==> src/rfp_pkg.sv <==
// constants shared by the fractional prescaler design files
// assumes one peripheral clock and a plain register port
//
// Behaviour
// - average 32.768 kHz ticks from pclk
// - exactly 32768 ticks per second
// - some periods one clock longer
// - 13-bit integer, 15-bit fraction counters
// - integer register bits 12:0, reset zero
// - fraction register bits 14:0, reset zero
// - integer counter counts down each clock
// - lengthened period reloads integer plus one
// - fraction bits pair with counter states
// - bit 14 lengthens when counter lsb set
// - bit 13 lengthens when low bits 10
// - spread evenly; zero fraction equal periods
// - no clock, no time advance
// - reprogramming applies directly, no compensation
package rfp_pkg;
    // =============================================
    // register map and layout
    localparam logic [31:0] RFP_INT_OFFSET = 32'he0024080;
    localparam logic [31:0] RFP_FRAC_OFFSET = 32'he0024084;
    localparam int RFP_INT_W = 13;
    localparam int RFP_FRAC_W = 15;
    localparam logic [12:0] RFP_INT_RESET = 13'h0000;
    localparam logic [14:0] RFP_FRAC_RESET = 15'h0000;
    // target tick rate in hertz
    localparam int RFP_TICK_HZ = 32768;
endpackage

==> src/rfp_cfg_if.sv <==
// divide settings passed from the register file to the divider core
// assumes both ends share ref_clk
`timescale 1ns/10ps
interface rfp_cfg_if;
    logic [12:0] int_val;
    logic [14:0] frac_val;
    modport regs (output int_val, output frac_val);
    modport core (input int_val, input frac_val);
endinterface

==> src/rfp_top.sv <==
// fractional reference clock divider producing the tick enable
// assumes ref_clk is the peripheral clock; tick feeds the tick counter
`timescale 1ns/10ps
module rfp_top (
    // clock and reset
    input wire logic ref_clk,
    input wire logic resetn,
    // register port
    input wire logic [31:0] addr,
    input wire logic [31:0] wdata,
    input wire logic wr,
    input wire logic rd,
    output logic [31:0] rdata,
    // toward the clock_tick_counter
    output logic tick
);
    rfp_cfg_if cfg();
    logic [12:0] int_cnt_reg;
    logic [14:0] frac_cnt_reg;
    logic [14:0] frac_cnt_next;
    logic extend;
    logic term;

    rfp_regs u_regs (
        .ref_clk(ref_clk),
        .resetn(resetn),
        .addr(addr),
        .wdata(wdata),
        .wr(wr),
        .rd(rd),
        .rdata(rdata),
        .cfg(cfg.regs)
    );

    rfp_extend u_ext (
        .frac_cnt(frac_cnt_next),
        .frac_val(cfg.frac_val),
        .extend(extend)
    );

    // =============================================
    // terminal count; period is int+1 clocks, or int+2 when lengthened
    assign term = (int_cnt_reg == 13'h0000);
    assign frac_cnt_next = frac_cnt_reg + 15'h0001;

    // integer counter; only moves on ref_clk, so a stopped clock stops time
    always_ff @(posedge ref_clk or negedge resetn) begin
        if (!resetn) begin
            int_cnt_reg <= 13'h0000;
        end else if (term) begin
            // wraps at max value; software keeps int below 8191
            int_cnt_reg <= extend ? cfg.int_val + 13'h0001 : cfg.int_val;
        end else begin
            int_cnt_reg <= int_cnt_reg - 13'h0001;
        end
    end

    // fraction counter steps once per output period
    always_ff @(posedge ref_clk or negedge resetn) begin
        if (!resetn) begin
            frac_cnt_reg <= 15'h0000;
        end else if (term) begin
            frac_cnt_reg <= frac_cnt_next;
        end
    end

    // one-cycle tick enable, registered
    always_ff @(posedge ref_clk or negedge resetn) begin
        if (!resetn) begin
            tick <= 1'b0;
        end else begin
            tick <= term;
        end
    end

    // =============================================
    // checks
    a_tick_pulse_term: assert property (@(posedge ref_clk) disable iff (!resetn)
        term |=> tick) else $error("tick missed terminal count");
    a_reload_plain: assert property (@(posedge ref_clk) disable iff (!resetn)
        term && !extend |=> int_cnt_reg == $past(cfg.int_val))
        else $error("plain reload wrong");
    a_reload_long: assert property (@(posedge ref_clk) disable iff (!resetn)
        term && extend |=> int_cnt_reg == $past(cfg.int_val) + 13'h0001)
        else $error("lengthened reload wrong");
    a_count_down: assert property (@(posedge ref_clk) disable iff (!resetn)
        !term |=> int_cnt_reg == $past(int_cnt_reg) - 13'h0001)
        else $error("integer counter not counting down");
    a_frac_step: assert property (@(posedge ref_clk) disable iff (!resetn)
        term |=> frac_cnt_reg == $past(frac_cnt_reg) + 15'h0001)
        else $error("fraction counter step wrong");
    a_frac_hold: assert property (@(posedge ref_clk) disable iff (!resetn)
        !term |=> $stable(frac_cnt_reg)) else $error("fraction counter moved");
    a_half_weight: assert property (@(posedge ref_clk) disable iff (!resetn)
        term && cfg.frac_val[14] && frac_cnt_next[0] |-> extend)
        else $error("half weight missed");
    a_quarter_weight: assert property (@(posedge ref_clk) disable iff (!resetn)
        term && cfg.frac_val[13] && frac_cnt_next[1:0] == 2'h2 |-> extend)
        else $error("quarter weight missed");
    a_zero_frac: assert property (@(posedge ref_clk) disable iff (!resetn)
        cfg.frac_val == 15'h0000 |-> !extend)
        else $error("extension with zero fraction");
    a_period_len: assert property (@(posedge ref_clk) disable iff (!resetn)
        term && !extend && cfg.int_val == 13'h0001 |=> tick && !term ##1 term)
        else $error("period of two clocks wrong");
endmodule

==> src/rfp_regs.sv <==
// register file for the two prescale registers
// assumes single-cycle strobes, read data one cycle later
`timescale 1ns/10ps
module rfp_regs (
    // clock and reset
    input wire logic ref_clk,
    input wire logic resetn,
    // register port
    input wire logic [31:0] addr,
    input wire logic [31:0] wdata,
    input wire logic wr,
    input wire logic rd,
    output logic [31:0] rdata,
    // settings toward the core
    rfp_cfg_if.regs cfg
);
    logic [12:0] prescale_integer_value_reg;
    logic [14:0] prescale_fraction_value_reg;

    // =============================================
    // writes: new ratios take effect at the next reload, no compensation
    always_ff @(posedge ref_clk or negedge resetn) begin
        if (!resetn) begin
            prescale_integer_value_reg <= rfp_pkg::RFP_INT_RESET;
            prescale_fraction_value_reg <= rfp_pkg::RFP_FRAC_RESET;
        end else if (wr) begin
            if (addr == rfp_pkg::RFP_INT_OFFSET) begin
                prescale_integer_value_reg <= wdata[12:0];
            end
            if (addr == rfp_pkg::RFP_FRAC_OFFSET) begin
                prescale_fraction_value_reg <= wdata[14:0];
            end
        end
    end

    // read data; reserved and unmapped read zero
    always_ff @(posedge ref_clk or negedge resetn) begin
        if (!resetn) begin
            rdata <= 32'h0000_0000;
        end else if (rd) begin
            if (addr == rfp_pkg::RFP_INT_OFFSET) begin
                rdata <= {19'h0, prescale_integer_value_reg};
            end else if (addr == rfp_pkg::RFP_FRAC_OFFSET) begin
                rdata <= {17'h0, prescale_fraction_value_reg};
            end else begin
                rdata <= 32'h0000_0000;
            end
        end else begin
            rdata <= 32'h0000_0000;
        end
    end

    assign cfg.int_val = prescale_integer_value_reg;
    assign cfg.frac_val = prescale_fraction_value_reg;
endmodule

==> src/rfp_extend.sv <==
// combinational decision whether the next period is lengthened
// assumes the fraction counter value after the coming terminal count
`timescale 1ns/10ps
module rfp_extend (
    // inputs
    input wire logic [14:0] frac_cnt,
    input wire logic [14:0] frac_val,
    // decision
    output logic extend
);
    logic [14:0] sel;

    // bit 14-k pairs with states whose lowest set bit is k, so bit
    // 14-k lengthens 2^(14-k) of every 2^15 periods, evenly spread
    genvar k;
    generate
        for (k = 0; k < 15; k++) begin : g_pair
            if (k == 0) begin : g_lsb
                assign sel[14] = frac_cnt[0];
            end else begin : g_up
                assign sel[14-k] = frac_cnt[k] && (frac_cnt[k-1:0] == '0);
            end
        end
    endgenerate

    // any set fraction bit whose state is present lengthens
    assign extend = |(sel & frac_val);
endmodule

==> config.mk <==
export PLATFORM = sky130hd
export DESIGN_NAME = rfp_top
export DESIGN_NICKNAME = d
export VERILOG_FILES = /design/src/rfp_pkg.sv /design/src/rfp_cfg_if.sv /design/src/rfp_top.sv /design/src/rfp_regs.sv /design/src/rfp_extend.sv
export SDC_FILE = /design/constraint.sdc
export NUM_CORES = 1
export LEC_CHECK = 0
export BUFFER_PORTS_ARGS = -buffer_cell sky130_fd_sc_hd__buf_2
export CAP_MARGIN = 10
export CORE_MARGIN = 3
export CORE_UTILIZATION = 25
export CTS_CLUSTER_SIZE = 40
export DETAILED_ROUTE_END_ITERATION = 16
export SLEW_MARGIN = 40
export SYNTH_ARGS = -nofsm -noshare
export SYNTH_HDL_FRONTEND = slang
export SYNTH_SLANG_ARGS = --single-unit
==> constraint.sdc <==
create_clock -name ref_clk -period 3 [get_ports ref_clk]
set_clock_uncertainty 0.15 [all_clocks]
set_input_delay 0.15 -clock ref_clk [delete_from_list [all_inputs] [get_ports ref_clk]]
set_output_delay 0.15 -clock ref_clk [all_outputs]
set_load 0.005 [all_outputs]
==> flow_results.org <==
** Floorplanning
- The core region is 15500 um^2.
- The floorplan has 45 rows.
- The floorplan step defined a die boundary enclosing 17700 um^2.
- Initial Util :: 0.261
- 101 I/O pins were placed.
- The floorplan step set the die width to 133 um.
- Vert. Die Dim :: 133 um

** Final layout
- The multi-input combinational cells in the finished layout cover a total of 2060 um^2.
- Final standard cell utilization of the core :: 0.331
- After the last flow step, the layout net total stands at 569.
- Of the cells placed in the final design, the portion with a size suffix greater than 1 is 0.283.
- Number of inserted diodes :: 0
- From synthesis to final layout, the design area changed by 27.0%.
- Non-Filler Cell Area, Final :: 5120 um^2
- Across the whole layout, storage elements account for 1810 um^2.
- Fill cells in the final layout number 1574.

** Global routing
- Initial antenna violation count :: 0
- First-pass GRT wire length :: 16.8 mm
- Largest net degree at the start of global routing :: 73
- Number of global-route vias before repair :: 3359
- In the global route stage, overall resource usage came out at 0.117.
- Leftover overflow at the end of global routing :: 0

** Routing
- After detailed routing, the number of remaining DRC violations is 0.
- After detailed routing, the number of vias per cell comes to 4.66.
- Violation count after the first detailed-route iteration :: 127
- First-pass iteration count of the detailed router :: 4
- Number of nets with antenna violations after routing :: 0
- Final wirelength :: 10.3 mm
- Dividing the detail-routed wire length by the instance count gives 14.5 um.
- Detailed routing inserted a total of 3307 vias.

** Yosys
- Dominant combinational cell family by area after synthesis :: simple AND/OR/NAND/NOR gates
- Xor and xnor fraction of the mapped netlist area :: 0.0825
- In the synthesized netlist the dominant register cell turns out to be dfrtp_1.
- For this run, asynchronously set or reset flops after synthesis account for 1.00.
- After technology mapping, the gate count stands at 402.
- Of the synthesized area, sequential elements account for 0.447.
- The cell area that synthesis handed to floorplanning was 4030 um^2.
- The share of synthesized area in the top cell type comes to 0.447.
- Post-synthesis simple-gate area fraction :: 0.203
- Count of state elements after synthesis :: 72
- Of the total synthesized cell area, the portion taken by full adders, half adders and majority gates is 0.0186.
- Yosys printed 0 warnings.
- A synthesized cell averages 10.0 um^2.
- Cell types occupying the most area after synthesis :: dfrtp_1 (45%), mux2_2 (7.0%), xor2_1 (4.3%)
- Counting flops with a built-in enable in the synthesized netlist gives 0.
- Measured against the total synthesized area, the mux share comes to 0.107.
- Yosys mapped the design onto 57 distinct sky130hd cell types.
- Area leader, netlist :: dfrtp_1
- Compound-gate portion of the synthesized area :: 0.0748

** Setup path
- Crit path DAT :: 3030 ps
- Worst Reg-to-Reg Cells :: 10
- Of all nets on the critical path, the largest fanout is 7.
- Worst Setup Start Kind :: flop
- The worst setup path is captured at a flop.
- Data on the critical path is required at its endpoint by 3120 ps.
- Type of the setup path with the least slack :: flop to flop
- In this run the critical register-to-register path is launched from frac_cnt_reg[0]$_DFFE_PN0P_.
- For flop-to-flop paths, the worst setup slack is 80 ps.
- Worst r2r dst :: int_cnt_reg[12]$_DFF_PN0_

** Timing
- Of the available clock period, the critical path in the final layout requires 0.972.
- Setup repair after global routing missed its margin :: true
- The count of pins over their slew limit was 0.
- Static timing analysis puts the maximum clock frequency at 343 MHz.
- Subtracting the final worst setup slack from the clock period gives 2920 ps.
- The final hold violation count is 0.
- For the pin with the worst max-slew slack, the measured transition is 640 ps.
- Measured against its own limit, the worst slew margin works out to 0.572.
- In the post-route analysis, the smallest setup slack over all paths is 82.7 ps.
- Setup violators final :: 0

** Place
- HPWL after DPL :: 7.46 mm
- Pre-CTS setup slack :: 8.94 ps
- Placed cell areas :: 4610 um^2
- Port buffer count :: 66
- Global placement routability congestion :: 0.866

** Clocking
- CTS saw 72 sinks.
- The tree is rooted in a clkbuf_16.
- Worst-skew pair later-pin latency :: 330 ps
- CTS Buffer Depth :: 2
- Clock tree from TritonCTS :: built
- Clock-pin slew was measured on the worst setup and hold paths at 60 ps.
- The H-tree generated during clock tree synthesis spans 3 levels.
- Cts bufs inserted :: 9

** Run status
- The run finished with clean final reports.

** Power
- Cell Pwr Density :: 439 nW/um^2
- The analysis attributes to cell leakage a power of 2.45 nW.
- Maximum ir drop on the vdd rail :: 246 uV

** Hold path
- In this run the worst hold path is classified as primary input to async pin.

** Run
- Maxcap violations :: 0
-- logic make-up after synthesis --
logic type | count (synthesis)
AOI/OAI and AO/OA | 48
xor gates and xnor gates | 38
adders and majority gates | 6
buffers and inverters | 47
DFF | 72
muxes | 40
other | 1
and+or+nand+nor | 150
-- synthesized netlist by cell type, types with 3 or more instances --
cell type  count
nor4b_1        3
o211ai_1       3
dfrtp_1       72
nor3_1         6
nand2b_1       4
inv_1         10
a21oi_1       17
nand3_1       21
buf_4         19
nor2_1        35
xor2_1        20
nand2_1       32
a31oi_1        3
and3_1        11
ha_1           6
clkbuf_1      10
mux2_2        25
nor4_1         5
mux2i_1       14
o21ai_0       10
xnor2_1       18
nand4_1       13
buf_2          3
-- what timing repair did --
| item | CTS | global route |
|---|---|---|
| setup buffers | 0 | 1 |
| endpoints found under the hold margin | 100 | 0 |
| endpoints found under the setup margin | 0 | 12 |
| hold buffers | 16 | 0 |
| resized for setup | 0 | 7 |
-- cells in the final DEF (no fill, tap or decap), types with 4 or more instances in the layout --
cell type / count
dfrtp_1: 69
buf_2: 66
nor2_1: 35
nand2_1: 31
mux2_2: 25
nand3_1: 21
xor2_1: 20
buf_4: 19
xnor2_1: 18
a21oi_1: 17
conb_1: 17
dlygate4sd3_1: 16
mux2i_1: 14
nand4_1: 13
and3_1: 11
inv_1: 10
o21ai_0: 10
clkbuf_16: 9
nor3_1: 6
nor4_1: 5
ha_1: 5
nand2b_1: 4
-- metal layers --
layer | vias up | track usage | wire, um | part of all wire
met1 | 1622 | 0.150 | 4460 | 0.43
met4 | 0 | 0.0514 | 200 | 0.019
li1 | 1580 | - | - | -
met3 | 17 | 0.0163 | 441 | 0.043
met2 | 88 | 0.196 | 5220 | 0.51
met5 | - | 0 | 0 | 0
-- worst max path at each step --
| stage | to | cells past startpoint | start | slack [ps] |
|---|---|---|---|---|
| finish | int_cnt_reg[12]$_DFF_PN0_ | 10 | frac_cnt_reg[0]$_DFFE_PN0P_ | 80 |
| global route | int_cnt_reg[12]$_DFF_PN0_ | 10 | frac_cnt_reg[0]$_DFFE_PN0P_ | -60 |
| global placement | int_cnt_reg[12]$_DFF_PN0_ | 10 | frac_cnt_reg[0]$_DFFE_PN0P_ | 110 |
| detailed placement | int_cnt_reg[12]$_DFF_PN0_ | 10 | frac_cnt_reg[0]$_DFFE_PN0P_ | 9 |
| CTS | int_cnt_reg[12]$_DFF_PN0_ | 10 | frac_cnt_reg[0]$_DFFE_PN0P_ | 10 |
| floorplan | int_cnt_reg[1]$_DFF_PN0_ | 11 | frac_cnt_reg[0]$_DFFE_PN0P_ | 340 |
-- area by class of cell --
class / instances / share of cell area
Sequential cell: 72 / 0.352
Clock buffer: 13 / 0.0527
Timing Repair Buffer: 102 / 0.127
Tap cell: 211 / 0.0515
Multi-Input combinational cell: 300 / 0.401
Clock inverter: 2 / 0.00733
Inverter: 10 / 0.00733
-- worst max-delay path, cell delays in order (launching register included) --
cell and delay [ps]:
dfrtp_1 410, buf_4 180, and3_1 250, a31oi_2 230, o21ai_1 90, a221o_1 370
a21oi_1 220, a311o_2 240, nand3_1 150, or4_1 490, nand3_1 80
-- where the power goes --
group	internal (W)	switching, W	total, W
clock	0.000707	0.000377	0.00108
combinational	0.0000770	0.000103	0.000180
sequential	0.000979	0.00000414	0.000983
-- metrics by stage --
step / TNS (ps) / instances / hold WS, ps / total power (W)
floorplan: 0 / 418 / -296 / 0.00109
global placement: 0 / 677 / 58.5 / 0.00116
detailed placement: 0 / 677 / 63.0 / 0.00116
CTS: 0 / 708 / 214 / 0.00227
global route: -154 / 710 / 239 / 0.00233
finish: 0 / 710 / 212 / 0.00225
No activity file was read; power rests on OpenSTA's default activity.
